### src/mfv_pkg.sv
package mfv_pkg;
    // Register byte offsets
    localparam logic [7:0] MGMT_ADDR_OFS = 8'h14;
    localparam logic [7:0] PHY_DATA_OFS = 8'h18;
    localparam logic [7:0] FLOW_CTRL_OFS = 8'h1c;
    localparam logic [7:0] TAG_A_OFS = 8'h20;
    localparam logic [7:0] TAG_B_OFS = 8'h24;
    localparam logic [7:0] WAKE_PORT_OFS = 8'h28;
    localparam logic [7:0] WAKE_CTRL_OFS = 8'h2c;
    // Field positions
    localparam int FC_BUSY_BIT = 0;
    localparam int FC_ENABLE_BIT = 1;
    localparam int FC_PASS_BIT = 2;
    localparam int FC_PAUSE_LSB = 16;
    localparam int MA_BUSY_BIT = 0;
    localparam int MA_WRITE_BIT = 1;
    localparam int MA_REG_LSB = 6;
    localparam int MA_PHY_LSB = 11;
    localparam int WK_PP_EN_BIT = 1;
    localparam int WK_WF_EN_BIT = 2;
    localparam int WK_PP_FLAG_BIT = 5;
    localparam int WK_WF_FLAG_BIT = 6;
    localparam int WK_GU_BIT = 9;
    // Reset values
    localparam logic [15:0] TAG_RESET = 16'hffff;
    // Frame lengths
    localparam logic [10:0] LEN_BASE = 11'd1518;
    localparam logic [10:0] LEN_TAG_A = 11'd1522;
    localparam logic [10:0] LEN_TAG_B = 11'd1538;
    // Wake filter window depth
    localparam int WAKE_WORDS = 8;
    localparam logic [31:0] UNMAPPED_READ = 32'h0000_0000;
    typedef enum logic [2:0] {
        MG_IDLE = 3'b001,
        MG_RUN = 3'b010,
        MG_DONE = 3'b100
    } mfv_mg_state_t;
endpackage
### src/mfv_csr.sv
`timescale 1ns/10ps
`default_nettype none
// Functional notes
// - Data register returns PHY read word, supplies PHY write word.
// - Pause frame carries 16-bit pause time from flow control register.
// - Pass-pause 0: decode pause frames, filter bit stays cleared.
// - Pass-pause 1: decode pause frames, filter bit set.
// - Enable 0 disables pause decode and back-pressure; 1 pause full, back-pressure half.
// - Writing busy 1 in full duplex sends pause; cleared on done.
// - First tag match on bytes 13-14 allows 1522-byte frames.
// - Second tag match on same bytes allows 1538-byte frames.
// - Four wake filters via one 32-bit window, eight accesses.
// - Global-unicast 0: wake needs address and wake filter pass.
// - Global-unicast 1: wake needs wake filter pass alone.
// - Wake frame flag sets on frame wake, clears on write 1.
// - Pattern flag sets on pattern wake, clears on write 1.
// - Only power-on reset clears the two wake flags.
// - Wake frame enable enters sleep, allows frame wake.
// - Pattern enable enters sleep, allows pattern wake.
// - Management block reaches PHY registers over two-wire bus.
// - Writing management address starts the PHY access.
module mfv_csr #(
    parameter int FILTER_WORDS = 8
) (
    input wire logic CLK,
    input wire logic SYS_RST,
    input wire logic POR_RST,
    input wire logic CE,
    input wire logic WB_CYC_I,
    input wire logic WB_STB_I,
    input wire logic WB_WE_I,
    input wire logic [7:0] WB_ADR_I,
    input wire logic [3:0] WB_SEL_I,
    input wire logic [31:0] WB_DAT_I,
    output logic [31:0] WB_DAT_O,
    output logic WB_ACK_O,
    input wire logic FULL_DUPLEX,
    output logic PAUSE_REQ,
    output logic [15:0] PAUSE_TIME,
    input wire logic PAUSE_SENT,
    output logic BACK_PRESSURE_EN,
    input wire logic RX_PAUSE_FRAME,
    output logic PAUSE_DECODE_EN,
    output logic RX_PAUSE_FILTER,
    input wire logic [15:0] RX_TAG_FIELD,
    output logic [10:0] MAX_FRAME_LEN,
    output logic MGMT_START,
    output logic MGMT_WRITE,
    output logic [4:0] MGMT_PHY_ADDR,
    output logic [4:0] MGMT_REG_ADDR,
    output logic [15:0] MGMT_WDATA,
    input wire logic MGMT_DONE,
    input wire logic [15:0] MGMT_RDATA,
    input wire logic RX_WAKE_FRAME_MATCH,
    input wire logic RX_ADDR_PASS,
    input wire logic RX_PATTERN_PACKET,
    output logic [31:0] FILTER_WORD,
    output logic [2:0] FILTER_INDEX,
    output logic SLEEP,
    output logic WAKE_EVENT
);
    ////////////////////////////////////////////////////////////////////
    logic ack_r;
    logic req;
    logic wr;
    logic [31:0] wmask;
    logic [31:0] wd;
    logic pause_busy_r;
    logic fc_enable_r;
    logic fc_pass_r;
    logic [15:0] pause_time_r;
    logic [15:0] tag_a_r;
    logic [15:0] tag_b_r;
    logic [15:0] phy_word_r;
    logic mg_write_r;
    logic [4:0] mg_phy_r;
    logic [4:0] mg_reg_r;
    logic mg_start_r;
    mfv_pkg::mfv_mg_state_t mg_state_r;
    logic [31:0] filt_mem [FILTER_WORDS];
    logic [2:0] filt_ptr_r;
    logic [31:0] filt_rd_r;
    logic gu_r;
    logic wf_en_r;
    logic pp_en_r;
    logic wf_flag_r;
    logic pp_flag_r;
    logic wake_r;
    logic frame_wake;
    logic pattern_wake;
    logic [31:0] rdata;

    ////////////////////////////////////////////////////////////////////
    // Bus slave: one wait state, ack dropped the cycle after
    assign req = WB_CYC_I && WB_STB_I && !ack_r;
    assign wr = req && WB_WE_I && CE;
    assign wmask = {{8{WB_SEL_I[3]}}, {8{WB_SEL_I[2]}},
                    {8{WB_SEL_I[1]}}, {8{WB_SEL_I[0]}}};
    assign wd = WB_DAT_I & wmask;

    always_ff @(posedge CLK or posedge SYS_RST) begin
        if (SYS_RST) begin
            ack_r <= 1'b0;
        end else if (CE) begin
            ack_r <= req;
        end
    end

    always_ff @(posedge CLK or posedge SYS_RST) begin
        if (SYS_RST) begin
            WB_DAT_O <= 32'h0000_0000;
        end else if (CE && req) begin
            WB_DAT_O <= rdata;
        end
    end
    assign WB_ACK_O = ack_r;

    always_comb begin
        rdata = mfv_pkg::UNMAPPED_READ;
        unique case (WB_ADR_I)
            mfv_pkg::MGMT_ADDR_OFS: begin
                rdata[mfv_pkg::MA_PHY_LSB +: 5] = mg_phy_r;
                rdata[mfv_pkg::MA_REG_LSB +: 5] = mg_reg_r;
                rdata[mfv_pkg::MA_WRITE_BIT] = mg_write_r;
                rdata[mfv_pkg::MA_BUSY_BIT] =
                    (mg_state_r != mfv_pkg::MG_IDLE);
            end
            mfv_pkg::PHY_DATA_OFS: rdata[15:0] = phy_word_r;
            mfv_pkg::FLOW_CTRL_OFS: begin
                rdata[mfv_pkg::FC_PAUSE_LSB +: 16] = pause_time_r;
                rdata[mfv_pkg::FC_PASS_BIT] = fc_pass_r;
                rdata[mfv_pkg::FC_ENABLE_BIT] = fc_enable_r;
                rdata[mfv_pkg::FC_BUSY_BIT] = pause_busy_r;
            end
            mfv_pkg::TAG_A_OFS: rdata[15:0] = tag_a_r;
            mfv_pkg::TAG_B_OFS: rdata[15:0] = tag_b_r;
            mfv_pkg::WAKE_PORT_OFS: rdata = filt_rd_r;
            mfv_pkg::WAKE_CTRL_OFS: begin
                rdata[mfv_pkg::WK_GU_BIT] = gu_r;
                rdata[mfv_pkg::WK_WF_FLAG_BIT] = wf_flag_r;
                rdata[mfv_pkg::WK_PP_FLAG_BIT] = pp_flag_r;
                rdata[mfv_pkg::WK_WF_EN_BIT] = wf_en_r;
                rdata[mfv_pkg::WK_PP_EN_BIT] = pp_en_r;
            end
            default: rdata = mfv_pkg::UNMAPPED_READ;
        endcase
    end

    ////////////////////////////////////////////////////////////////////
    // Flow control
    always_ff @(posedge CLK or posedge SYS_RST) begin
        if (SYS_RST) begin
            pause_time_r <= 16'h0000;
            fc_pass_r <= 1'b0;
            fc_enable_r <= 1'b0;
        end else if (CE && wr && WB_ADR_I == mfv_pkg::FLOW_CTRL_OFS) begin
            if (WB_SEL_I[3]) begin
                pause_time_r[15:8] <= WB_DAT_I[31:24];
            end
            if (WB_SEL_I[2]) begin
                pause_time_r[7:0] <= WB_DAT_I[23:16];
            end
            if (WB_SEL_I[0]) begin
                fc_pass_r <= WB_DAT_I[mfv_pkg::FC_PASS_BIT];
                fc_enable_r <= WB_DAT_I[mfv_pkg::FC_ENABLE_BIT];
            end
        end
    end

    // Done wins over a new request: software must see busy low first
    always_ff @(posedge CLK or posedge SYS_RST) begin
        if (SYS_RST) begin
            pause_busy_r <= 1'b0;
        end else if (CE) begin
            if (pause_busy_r && PAUSE_SENT) begin
                pause_busy_r <= 1'b0;
            end else if (wr && WB_ADR_I == mfv_pkg::FLOW_CTRL_OFS
                         && WB_SEL_I[0] && wd[mfv_pkg::FC_BUSY_BIT]
                         && FULL_DUPLEX) begin
                pause_busy_r <= 1'b1;
            end
        end
    end

    assign PAUSE_REQ = pause_busy_r && FULL_DUPLEX;
    assign PAUSE_TIME = pause_time_r;
    assign BACK_PRESSURE_EN = fc_enable_r && !FULL_DUPLEX;
    assign PAUSE_DECODE_EN = fc_enable_r && FULL_DUPLEX;
    assign RX_PAUSE_FILTER = RX_PAUSE_FRAME && PAUSE_DECODE_EN && fc_pass_r;

    ////////////////////////////////////////////////////////////////////
    // Tag comparators; zero tag field never extends the length
    always_ff @(posedge CLK or posedge SYS_RST) begin
        if (SYS_RST) begin
            tag_a_r <= mfv_pkg::TAG_RESET;
            tag_b_r <= mfv_pkg::TAG_RESET;
        end else if (CE && wr) begin
            if (WB_ADR_I == mfv_pkg::TAG_A_OFS) begin
                if (WB_SEL_I[1]) tag_a_r[15:8] <= WB_DAT_I[15:8];
                if (WB_SEL_I[0]) tag_a_r[7:0] <= WB_DAT_I[7:0];
            end
            if (WB_ADR_I == mfv_pkg::TAG_B_OFS) begin
                if (WB_SEL_I[1]) tag_b_r[15:8] <= WB_DAT_I[15:8];
                if (WB_SEL_I[0]) tag_b_r[7:0] <= WB_DAT_I[7:0];
            end
        end
    end

    always_comb begin
        MAX_FRAME_LEN = mfv_pkg::LEN_BASE;
        if (RX_TAG_FIELD != 16'h0000 && RX_TAG_FIELD == tag_b_r) begin
            MAX_FRAME_LEN = mfv_pkg::LEN_TAG_B;
        end else if (RX_TAG_FIELD != 16'h0000
                     && RX_TAG_FIELD == tag_a_r) begin
            MAX_FRAME_LEN = mfv_pkg::LEN_TAG_A;
        end
    end

    ////////////////////////////////////////////////////////////////////
    // PHY management handshake toward the serial engine
    always_ff @(posedge CLK or posedge SYS_RST) begin
        if (SYS_RST) begin
            mg_state_r <= mfv_pkg::MG_IDLE;
            mg_start_r <= 1'b0;
            mg_write_r <= 1'b0;
            mg_phy_r <= 5'h00;
            mg_reg_r <= 5'h00;
        end else if (CE) begin
            mg_start_r <= 1'b0;
            unique case (mg_state_r)
                mfv_pkg::MG_IDLE: begin
                    if (wr && WB_ADR_I == mfv_pkg::MGMT_ADDR_OFS) begin
                        mg_write_r <= WB_DAT_I[mfv_pkg::MA_WRITE_BIT];
                        mg_phy_r <= WB_DAT_I[mfv_pkg::MA_PHY_LSB +: 5];
                        mg_reg_r <= WB_DAT_I[mfv_pkg::MA_REG_LSB +: 5];
                        mg_start_r <= 1'b1;
                        mg_state_r <= mfv_pkg::MG_RUN;
                    end
                end
                mfv_pkg::MG_RUN: begin
                    if (MGMT_DONE) begin
                        mg_state_r <= mfv_pkg::MG_DONE;
                    end
                end
                mfv_pkg::MG_DONE: mg_state_r <= mfv_pkg::MG_IDLE;
                default: mg_state_r <= mfv_pkg::MG_IDLE;
            endcase
        end
    end

    // Engine read data overrides a same-cycle software write on read done
    always_ff @(posedge CLK or posedge SYS_RST) begin
        if (SYS_RST) begin
            phy_word_r <= 16'h0000;
        end else if (CE) begin
            if (mg_state_r == mfv_pkg::MG_RUN && MGMT_DONE
                && !mg_write_r) begin
                phy_word_r <= MGMT_RDATA;
            end else if (wr && WB_ADR_I == mfv_pkg::PHY_DATA_OFS) begin
                if (WB_SEL_I[1]) phy_word_r[15:8] <= WB_DAT_I[15:8];
                if (WB_SEL_I[0]) phy_word_r[7:0] <= WB_DAT_I[7:0];
            end
        end
    end

    assign MGMT_START = mg_start_r;
    assign MGMT_WRITE = mg_write_r;
    assign MGMT_PHY_ADDR = mg_phy_r;
    assign MGMT_REG_ADDR = mg_reg_r;
    assign MGMT_WDATA = phy_word_r;

    ////////////////////////////////////////////////////////////////////
    // Wake filter window: pointer steps on every access
    always_ff @(posedge CLK or posedge SYS_RST) begin
        if (SYS_RST) begin
            filt_ptr_r <= 3'h0;
        end else if (CE && req && WB_ADR_I == mfv_pkg::WAKE_PORT_OFS) begin
            filt_ptr_r <= filt_ptr_r + 3'h1;
        end
    end

    always_ff @(posedge CLK) begin
        if (CE && wr && WB_ADR_I == mfv_pkg::WAKE_PORT_OFS) begin
            filt_mem[filt_ptr_r] <= (filt_mem[filt_ptr_r] & ~wmask) | wd;
        end
    end

    always_ff @(posedge CLK or posedge SYS_RST) begin
        if (SYS_RST) begin
            filt_rd_r <= 32'h0000_0000;
        end else if (CE) begin
            filt_rd_r <= filt_mem[filt_ptr_r];
        end
    end

    assign FILTER_WORD = filt_rd_r;
    assign FILTER_INDEX = filt_ptr_r;

    ////////////////////////////////////////////////////////////////////
    // Wake control; flags live on power-on reset only
    assign frame_wake = wf_en_r && RX_WAKE_FRAME_MATCH
                        && (gu_r || RX_ADDR_PASS);
    assign pattern_wake = pp_en_r && RX_PATTERN_PACKET;

    always_ff @(posedge CLK or posedge SYS_RST) begin
        if (SYS_RST) begin
            gu_r <= 1'b0;
            wf_en_r <= 1'b0;
            pp_en_r <= 1'b0;
        end else if (CE && wr && WB_ADR_I == mfv_pkg::WAKE_CTRL_OFS) begin
            if (WB_SEL_I[1]) gu_r <= WB_DAT_I[mfv_pkg::WK_GU_BIT];
            if (WB_SEL_I[0]) begin
                wf_en_r <= WB_DAT_I[mfv_pkg::WK_WF_EN_BIT];
                pp_en_r <= WB_DAT_I[mfv_pkg::WK_PP_EN_BIT];
            end
        end
    end

    // Set beats a same-cycle write-one clear
    always_ff @(posedge CLK or posedge POR_RST) begin
        if (POR_RST) begin
            wf_flag_r <= 1'b0;
            pp_flag_r <= 1'b0;
        end else if (CE) begin
            if (frame_wake) begin
                wf_flag_r <= 1'b1;
            end else if (wr && WB_ADR_I == mfv_pkg::WAKE_CTRL_OFS
                         && wd[mfv_pkg::WK_WF_FLAG_BIT]) begin
                wf_flag_r <= 1'b0;
            end
            if (pattern_wake) begin
                pp_flag_r <= 1'b1;
            end else if (wr && WB_ADR_I == mfv_pkg::WAKE_CTRL_OFS
                         && wd[mfv_pkg::WK_PP_FLAG_BIT]) begin
                pp_flag_r <= 1'b0;
            end
        end
    end

    always_ff @(posedge CLK or posedge SYS_RST) begin
        if (SYS_RST) begin
            wake_r <= 1'b0;
        end else if (CE) begin
            wake_r <= frame_wake || pattern_wake;
        end
    end

    assign SLEEP = wf_en_r || pp_en_r;
    assign WAKE_EVENT = wake_r;
endmodule
`default_nettype wire

### config.mk
export PLATFORM = sky130hd
export DESIGN_NAME = mfv_csr
export DESIGN_NICKNAME = d
export VERILOG_FILES = /design/src/mfv_pkg.sv /design/src/mfv_csr.sv
export SDC_FILE = /design/constraint.sdc
export NUM_CORES = 1
export LEC_CHECK = 0
export BUFFER_PORTS_ARGS = -buffer_cell sky130_fd_sc_hd__buf_2
export CORE_MARGIN = 4
export CORE_UTILIZATION = 36
export DETAILED_ROUTE_END_ITERATION = 10
export HOLD_SLACK_MARGIN = 0.03
export PLACE_DENSITY = 0.55
export SLEW_MARGIN = 10
export SYNTH_ARGS = -nofsm -noshare
export SYNTH_HDL_FRONTEND = slang
export SYNTH_SLANG_ARGS = --single-unit
### constraint.sdc
create_clock -name CLK -period 7.2 [get_ports CLK]
set_input_delay 0.72 -clock CLK [delete_from_list [all_inputs] [get_ports CLK]]
set_output_delay 0.72 -clock CLK [all_outputs]
set_load 0.05 [all_outputs]
# Word-level counts from Yosys, hierarchy flattened
# Memory sizes are Yosys's and may differ from the RTL's.
# Cells that the tools add are included.
[word_totals]
mem_bits_rw = 256
register_bits = 156
out_inout_bits = 129
inputBits = 90
memories = 1
[classes]
add_sub_neg = 1
reduce_logical = 61
muxes = 29
eq_ne = 14
bitwise = 4
[memory_table]
columns = ["name", "depth", "width", "read_ports", "rd_ports_with_merged_regs", "wr", "line", "rtl"]
rows = [
  ["filt_mem", 8, 32, 1, 0, 1, "mfv_csr.sv:80", "logic [31:0] filt_mem [FILTER_WORDS];"],
]
[op_table]
columns = ["cell", "n"]
rows = [
  ["32-bit AND", 2],
  ["16-bit equality test", 2],
  ["8-bit by 6-bit equality test with 1-bit output (second input constant)", 4],
  ["1-bit logical AND", 32],
  ["16-bit two-way mux", 2],
  ["32-bit inverter", 1],
  ["32-bit bitwise OR", 1],
  ["16-bit case mux with 2 select lines", 1],
  ["6-bit case mux with 5 select lines", 1],
  ["8-bit by 5-bit equality test with 1-bit output (second input constant)", 3],
  ["1-bit case mux with 6 select lines", 4],
  ["3-bit AND reduction", 8],
  ["8-bit two-way mux", 2],
  ["2-bit AND reduction", 8],
  ["16-bit nonzero test", 1],
  ["2-bit nonzero test", 6],
  ["1-bit two-way mux", 10],
  ["10-bit two-way mux", 1],
  ["2-bit case mux with 5 select lines", 1],
  ["2-bit case mux with 4 select lines", 1],
  ["1-bit case mux with 7 select lines", 1],
  ["3-bit two-way mux", 2],
  ["3-bit case mux with 2 select lines", 1],
  ["5-bit two-way mux", 1],
  ["other kinds (8)", 13],
]

# Longest topological paths before layout
# Gate-level depths: netlist of the first run.
[logic_depth]
depth_word = 10
mapped_depth = 8
depth_no_buf = 4

# Least setup slack after synthesis of the first run
# OpenSTA, ideal clock, no wires.
[synth_path]
kind = "input port to flip-flop"
from = "input WB_ADR_I[0]"
to = "memory filt_mem[0][0] (enable)"
path_slack_ps = 2572
t_required_ps = 6739
path_buffers = 1
setup_time_ps = 461
arrival_time_ps = 4167
cell_stages = 5
path_cell_list = "clkbuf_1 -> or4b_2 -> nor3_2 -> nand3_1 -> nor3_1"
[synth_between]
elab_chain_len = 4
[synth_lines]
columns = ["element", "line", "rtl"]
rows = [
  ["start, declared", "mfv_csr.sv:32", "input wire logic [7:0] WB_ADR_I,"],
  ["8-bit by 6-bit equality test with 1-bit output", "mfv_csr.sv:283", "if (CE && wr && WB_ADR_I == mfv_pkg::WAKE_PORT_OFS) begin"],
  ["1-bit logical AND", "mfv_csr.sv:283", ""],
  ["1-bit two-way mux", "mfv_csr.sv:283", ""],
  ["1-bit two-way mux (not written as such)", "mfv_csr.sv:284", "filt_mem[filt_ptr_r] <= (filt_mem[filt_ptr_r] & ~wmask) | wd;"],
  ["end, declared", "mfv_csr.sv:80", ""],
]
# Every way passes these cells.

# Final worst setup path of the first run
[layout_path]
from = "input WB_ADR_I[3]"
to = "memory filt_mem[6][31] (enable)"
# Same word-level chain as after synthesis.

==> out/metrics.cfg, run 1 <==
[layout]
nFillCells = 4599
finalNetCount = 1493
final_cells = 2102
layout-drive-gt1-share_pct = 39.4
area_delta_synth_final_pct = 18.8
diodes = 0

[logic_synthesis]
ys_warn_count = 0
synth-main-ff-cell = edfxtp_1
netlist_instances = 1188
synth-edff-count = 256
yosys.area.top_type = edfxtp_1
yosysSeqAreaShare_pct = 65.0
synth_top_area_share_pct = 42.9
synth_seq_cells = 412
ys_types = 70
synth.area.top_cells = edfxtp_1 (43%), dfrtp_1 (17%), mux2_2 (10%)
async_flop_share_pct = 37.9
syn_avg_cell_area_um2 = 15.1
syn_area_mm2 = 0.0179

[drt]
drt-wirelength-per-cell_um = 26.0
dr.first_iter.drc_count = 1017
vias_per_cell = 5.52
antenna_left = 0
num_vias = 11600
drc = 0
routed_wl_um = 54700
drtPass1Iterations = 5

[setup_path]
cp_max_fo = 31
startpoint = WB_ADR_I[3]
cp.required_ns = 7.44
end_kind = flip-flop
crit_arrival_ns = 4.28
regToRegSetupSlack_ns = 3.46
startpoint_type = input pin
critPathKind = input pin to flip-flop
rr_startpoint = FILTER_INDEX[1]

[clocking]
htree_levels = 2
clock_sinks = 412
cts_resized = 0
clockBufferDepth = 3
clk_pin_slew_ns = 0.07
cts_root_buffer = clkbuf_16
cts_tree = yes
insertion_delay_ns = 0.55
cts_buffers = 44

[pwr]
p_sw_uw = 1270
sequentialPowerShare_pct = 47.6
leakage_uw = 0.00839
pwr-share-comb_pct = 7.2
swShare_pct = 23.4
totalPowerFinal_uw = 5420
intPower_uw = 4150
peakVddDrop_uv = 152
clkPwrFrac_pct = 45.2
cellPowerDensity_mw_per_mm2 = 255

[sta]
setup_viol = 0
min_period_over_period_pct = 56.1
slew_viol_final = 0
setup_tns_ns = 0
slew_headroom_pct = 24.3
fmax_ghz = 0.247
min_period_ns = 4.04
rsz0062_at_grt = no
finalClockSkew_ns = 0.0128
worst_pin_slew_ns = 1.13
hold_viol_final = 0

[floorplanning]
row_count = 81
die_h_um = 231
dieArea_mm2 = 0.0534
ioPinCount = 219
fp.coreArea_mm2 = 0.0491
initial_core_util_pct = 36.5
die_w_um = 231

[global_route]
grt_overflow_total = 0
grt_pass1_wl_um = 81200
grt_max_degree = 66
antenna_found_initial = 0
grt_pass1_vias = 11800
grt_util_all_layers_pct = 20.2

[placed_design]
gp_congestion = 0.876
dp_hpwl_um = 37500
port_buffers = 215
place_inst = 2019

[run]
maxCapViolCount = 0

[hold_path]
min_path_type = input pin to async pin

[run_status]
status = finished, final reports clean

cells in the mapped netlist, drive strengths merged, types with 3 or more instances:
cell type / instances
edfxtp: 256
or4b: 3
o2bb2ai: 9
mux4: 28
and2: 8
a2bb2oi: 3
and3: 9
buf: 41
a221o: 12
xnor2: 34
nor3b: 5
dfstp: 33
mux2: 163
clkbuf: 32
o22a: 5
nor4: 7
a221oi: 22
a32oi: 3
nor4b: 4
nand3: 17
clkinv: 3
nand3b: 6
o22ai: 3
a21o: 3
nand2b: 5
nor2b: 13
a21oi: 19
nor3: 10
nor2: 86
o21ai: 19
a22o: 17
inv: 33
dfrtp: 123
nand4: 20
a222oi: 22
nand2: 34
a31oi: 12
mux2i: 22
a22oi: 17
o32ai: 3
placed cells by master (no fill, tap or decap), types with 8 or more instances in the layout:
cell type and n:
a21oi_1 19, a221o_1 12, a221oi_1 22, a222oi_1 22
a22o_1 17, a22oi_1 17, a31oi_1 12, and3_1 9
buf_2 215, buf_4 24, bufinv_16 8, clkbuf_16 47
clkinv_1 9, clkinv_2 10, dfrtp_1 120, dfstp_2 33
edfxtp_1 256, inv_1 32, mux2_2 163, mux2i_1 22
mux4_2 28, nand2_1 34, nand3_1 15, nand4_1 20
nor2_1 79, nor2b_1 13, o21ai_0 19, xnor2_1 34
final timing paths:
| kind | cells after the start | endpoint |
|---|---|---|
| max | 7 | filt_mem[6][31] |
| min | 2 | MGMT_REG_ADDR[0] |
| max reg2reg | 5 | filt_mem[0][2] |
| min reg2reg | 2 | WB_DAT_O[14] |
| max in group asynchronous | 3 | FILTER_INDEX[1] |
| min in group CLK | 2 | PAUSE_TIME[9] |
registers in the layout, summed over array words and instances (netlist names), 16 cells and up:
name / cells
filt_mem: 256
FILTER_WORD: 32
PAUSE_TIME: 16
MGMT_WDATA: 16
tag_a_r: 16
tag_b_r: 16
WB_DAT_O: 32
worst max-delay path: stages:
cell,delay (ns)
buf_2,0.55
or4b_2,0.71
nor3_4,0.23
buf_4,0.41
nand3_1,0.27
nor2_2,0.95
buf_4,0.42
cell families after synthesis:
group | count (synthesis) | share of synthesized area (%)
XOR/XNOR | 34 | 1.66
AND/OR/NAND/NOR | 236 | 7.37
other | 2 | 0.0419
AO/OA/AOI/OAI | 181 | 8.15
adder cells (fa/ha/maj) | 1 | 0.0699
flip-flops | 412 | 65.0
multiplexers | 213 | 15.0
buffers and inverters | 109 | 2.76
per-stage QoR:
stage | setup WS (ns) | cell area, um2 | hold slack [ns] | utilization [%]
final | 3.16 | 21300 | 0.258 | 43.4
after global routing | 2.93 | 21300 | 0.305 | 43.4
after CTS | 3.15 | 21300 | 0.285 | 43.4
after detailed placement | 2.57 | 19700 | 0.467 | 40.1
after global placement | 2.61 | 19700 | 0.470 | 40.1
after floorplan | 2.38 | 17900 | 0.461 | -
power groups by stage:
stage          Combinational (uW)  Sequential, uW  Clock (uW)
2_1_floorplan                 161            2700           0
3_3_place_gp                  388            2620           0
3_5_place_dp                  391            2620           0
4_1_cts                       393            2580        2500
5_1_grt                       416            2580        2590
6_report                      389            2580        2450
layer usage:
metal	share of wire [%]	track usage (%)	up-vias
met5	0	0	-
met4	2.2	4.75	0
li1	-	-	5049
met1	44	28.6	6002
met3	6.1	3.24	80
met2	47	32.8	470
repair_timing:
action / CTS / global route
endpoints found under the hold margin: 1 / 0
buffers inserted: 0 / 0
hold buffers: 1 / 0
cell type report:
| type | count | area (um2) | area share (%) |
|---|---|---|---|
| Sequential cell | 412 | 11600 | 54.7 |
| Multi-Input combinational cell | 668 | 5820 | 27.4 |
| Timing Repair Buffer | 240 | 1270 | 5.95 |
| Clock buffer | 53 | 1220 | 5.73 |
| Tap cell | 664 | 831 | 3.91 |
| Clock inverter | 29 | 355 | 1.67 |
| Inverter | 36 | 140 | 0.659 |
Note: power is estimated with default switching activity, not from simulation.
==> run 2: changes to the inputs <==
--- a/config.mk
+++ b/config.mk
@@ -5,6 +5,7 @@
 export SDC_FILE = /design/constraint.sdc
 export NUM_CORES = 1
 export LEC_CHECK = 0
+export ABC_AREA = 1
 export BUFFER_PORTS_ARGS = -buffer_cell sky130_fd_sc_hd__buf_2
 export CORE_MARGIN = 4
 export CORE_UTILIZATION = 36
==> constraint.sdc (replaced) <==
create_clock -name CLK -period 4.1 [get_ports CLK]
set_input_delay 0.41 -clock CLK [delete_from_list [all_inputs] [get_ports CLK]]
set_output_delay 0.41 -clock CLK [all_outputs]
set_load 0.05 [all_outputs]
==> run 2 against run 1 <==
Synthesized area grew 2.9%. Sequential power rose by 76%. Combinational power rose by 83%. Critical path depth did not move. Register-to-register slack got worse by 2.0 ns. Die area up 2.8%. Largest cell class unchanged.
==> out/metrics.cfg, run 2 <==
[layout]
layout-drive-gt1-share_pct = 18.1  ; -21 points
finalNetCount = 2268  ; +52%
utilization_pct = 43.2  ; -0.16 points
most-common-layout-cells = nand2_1 (677), edfxtp_1 (256), buf_2 (215)
final_common_cell = nand2_1
area_delta_synth_final_pct = 18.1
diodes = 0  ; unchanged
top_register = filt_mem
fin_area_mm2 = 0.0218  ; +2.3%
largest_reg_flops = 256  ; unchanged

[sta]
hold_viol_final = 0  ; unchanged
rsz0062_at_grt = no
slew_headroom_pct = 26.7  ; +2.4 points
setup_viol = 0  ; unchanged
worst_pin_slew_ns = 1.10  ; -0.0361 ns
fin_ws_ns = 1.32  ; -1.84 ns
slew_viol_final = 0  ; unchanged
finalClockSkew_ns = 0.0170  ; +0.00416 ns
setup_tns_ns = 0  ; unchanged
fmax_ghz = 0.359
min_period_over_period_pct = 67.9
min_period_ns = 2.78

[floorplanning]
fp.coreArea_mm2 = 0.0504  ; +2.7%
row_count = 82  ; +1.2%
ioPinCount = 219  ; unchanged
die_w_um = 234  ; +1.4%
die_h_um = 234  ; +1.4%
dieArea_mm2 = 0.0549  ; +2.8%
initial_core_util_pct = 36.6  ; +0.066 points

[clocking]
insertion_delay_ns = 0.57  ; +0.02 ns
clk_pin_slew_ns = 0.06  ; about the same
cts_root_buffer = clkbuf_16
clock_sinks = 412  ; unchanged
clockBufferDepth = 3  ; unchanged
post_cts_buffers = 0  ; unchanged
cts_tree = yes
htree_levels = 2  ; unchanged
cts_buffers = 45  ; +2.3%

[setup_path]
slowest_stage = dfstp_2
cpMostUsedCell = nor2_1
worst_path_largest_cell_delay_ns = 0.56  ; -0.39 ns
crit_family = simple AND/OR/NAND/NOR gates
crit_chain = xnor2_1 > nand2_1 > nor2_1 > nand3_1 > nor2_1 > inv_1 > buf_2
cp_max_fo = 4  ; -87%
startpoint_type = flip-flop
cp.required_ns = 3.69  ; -3.75 ns
end_kind = output port
critical_path_buf_inv_count = 2  ; -1
crit_arrival_ns = 2.37  ; -1.91 ns
critPathKind = flip-flop to output port

[placed_design]
place_area_mm2 = 0.0203  ; +2.9%
port_buffers = 215  ; unchanged
gp_congestion = 0.897  ; +2.3%
dp_hpwl_um = 37800  ; +0.73%
post-place-ws_ns = 1.44  ; -1.13 ns

[logic_synthesis]
synth.area.top_cells = edfxtp_1 (42%), dfrtp_1 (17%), nand2_1 (14%)
synth_seq_cells = 412  ; unchanged
ys_types = 39  ; -44%
syn_area_mm2 = 0.0184  ; +2.9%
synth-main-ff-cell = edfxtp_1
syn_avg_cell_area_um2 = 9.40  ; -38%
synth_top_area_share_pct = 41.7  ; -1.2 points
yosysMostFrequentCell = nand2_1
synth-edff-count = 256  ; unchanged
ys_warn_count = 0  ; unchanged
async_flop_share_pct = 37.9  ; unchanged
netlist_instances = 1960  ; +65%
yosys.area.top_type = edfxtp_1
yosysSeqAreaShare_pct = 63.1  ; -1.8 points
synth_commonest_cells = nand2_1 (677), edfxtp_1 (256), inv_1 (214)

[hold_path]
min_path_type = input pin to flip-flop

[pwr]
cellPowerDensity_mw_per_mm2 = 430  ; +69%
peakVddDrop_uv = 306  ; +100%
leakage_uw = 0.00979  ; +17%

[drt]
num_vias = 14200  ; +23%
dr.first_iter.drc_count = 1169  ; +15%
drt-wirelength-per-cell_um = 19.4  ; -26%
antenna_left = 0  ; unchanged
drc = 0  ; unchanged
drtPass1Iterations = 5  ; unchanged
vias_per_cell = 4.93  ; -11%
routed_wl_um = 55900  ; +2.1%

[run_status]
status = finished, final reports clean

[global_route]
grt_pass1_vias = 14200  ; +20%
grt_max_degree = 115  ; +74%
grt_util_all_layers_pct = 20.3  ; +0.11 points
antenna_found_initial = 0  ; unchanged
grt_overflow_total = 0  ; unchanged
grt_pass1_wl_um = 85200  ; +5.0%

[run]
maxCapViolCount = 0  ; unchanged

run 2: cell types whose count changed after synthesis, sizes merged, moves of 28 or more:
cell	change
nand2	+655
inv	+187
mux2	-163
o21ai	+122
nand3	+102
a21oi	+54
nor2	+45
buf	+30
o22ai	+29
mux4	-28
run 2: kinds of logic (layout without fill, tap and decap cells):
| group | after synthesis | count (layout) | synth area share [%] |
|---|---|---|---|
| adder cells (fa/ha/maj) | 1 | 1 | 0.0679 |
| AND/OR/NAND/NOR | 955 | 955 | 21.3 |
| other | 2 | 3 | 0.0408 |
| AO/OA/AOI/OAI | 264 | 264 | 7.63 |
| buffers and inverters | 310 | 563 | 7.06 |
| XOR/XNOR | 16 | 16 | 0.761 |
| flip-flops | 412 | 412 | 63.1 |
run 2: worst paths after layout:
path	slack [ns]	startpoint	end	cells past startpoint
setup reg to reg	1.44	FILTER_INDEX[0]	filt_mem[6][5]	5
setup / recovery	1.32	tag_b_r[14]	MAX_FRAME_LEN[8]	7
max in group asynchronous	2.94	SYS_RST	FILTER_WORD[28]	4
min in group asynchronous	0.23	POR_RST	wf_flag_r	3
hold reg to reg	0.47	mg_state_r[0]	mg_state_r[0]	2
hold / removal	0.1	WB_DAT_I[27]	PAUSE_TIME[11]	3
run 2: area by class of cell:
| type | instances | area (um2) |
|---|---|---|
| Inverter | 221 | 836 |
| Fill cell | 4938 | 28600 |
| Multi-Input combinational cell | 1239 | 5520 |
| Clock inverter | 15 | 180 |
| Tap cell | 672 | 841 |
| Timing Repair Buffer | 258 | 1440 |
| Sequential cell | 412 | 11600 |
| Clock buffer | 69 | 1310 |
run 2: what timing repair did:
item / CTS / global route
gates resized for setup: 0 / 0
hold endpoints to repair: 2 / 3
hold buffers: 1 / 1
run 2: worst reg2reg max path, delay by kind of cell (launching register included):
| family | cells | cell delay [ns] |
|---|---|---|
| flip-flops | 1 | 0.41 |
| buffers and inverters | 3 | 0.95 |
| AND/OR/NAND/NOR | 2 | 0.95 |
run 2: stage by stage:
stage	instances	hold slack [ns]	power, uW
final	2886	0.0956	9360
after global routing	2886	0.104	9690
after CTS	2885	0.0309	9460
after detailed placement	2800	0.271	5340
after global placement	2800	0.271	5330
after floorplan	1961	0.151	5080
run 2: metal layers:
| metal | global-route usage [%] | up-vias | routed length (um) |
|---|---|---|---|
| met2 | 33.2 | 464 | 26100 |
| met4 | 6.24 | 0 | 1580 |
| met5 | 0 | - | 0 |
| met3 | 3.67 | 107 | 3480 |
| met1 | 27.6 | 6849 | 24700 |
| li1 | - | 6817 | - |
run 2: power breakdown:
part	switching, uW	total [uW]	internal [uW]
Clock	1650	4100	2450
Sequential	51.2	4540	4490
Combinational	553	712	160
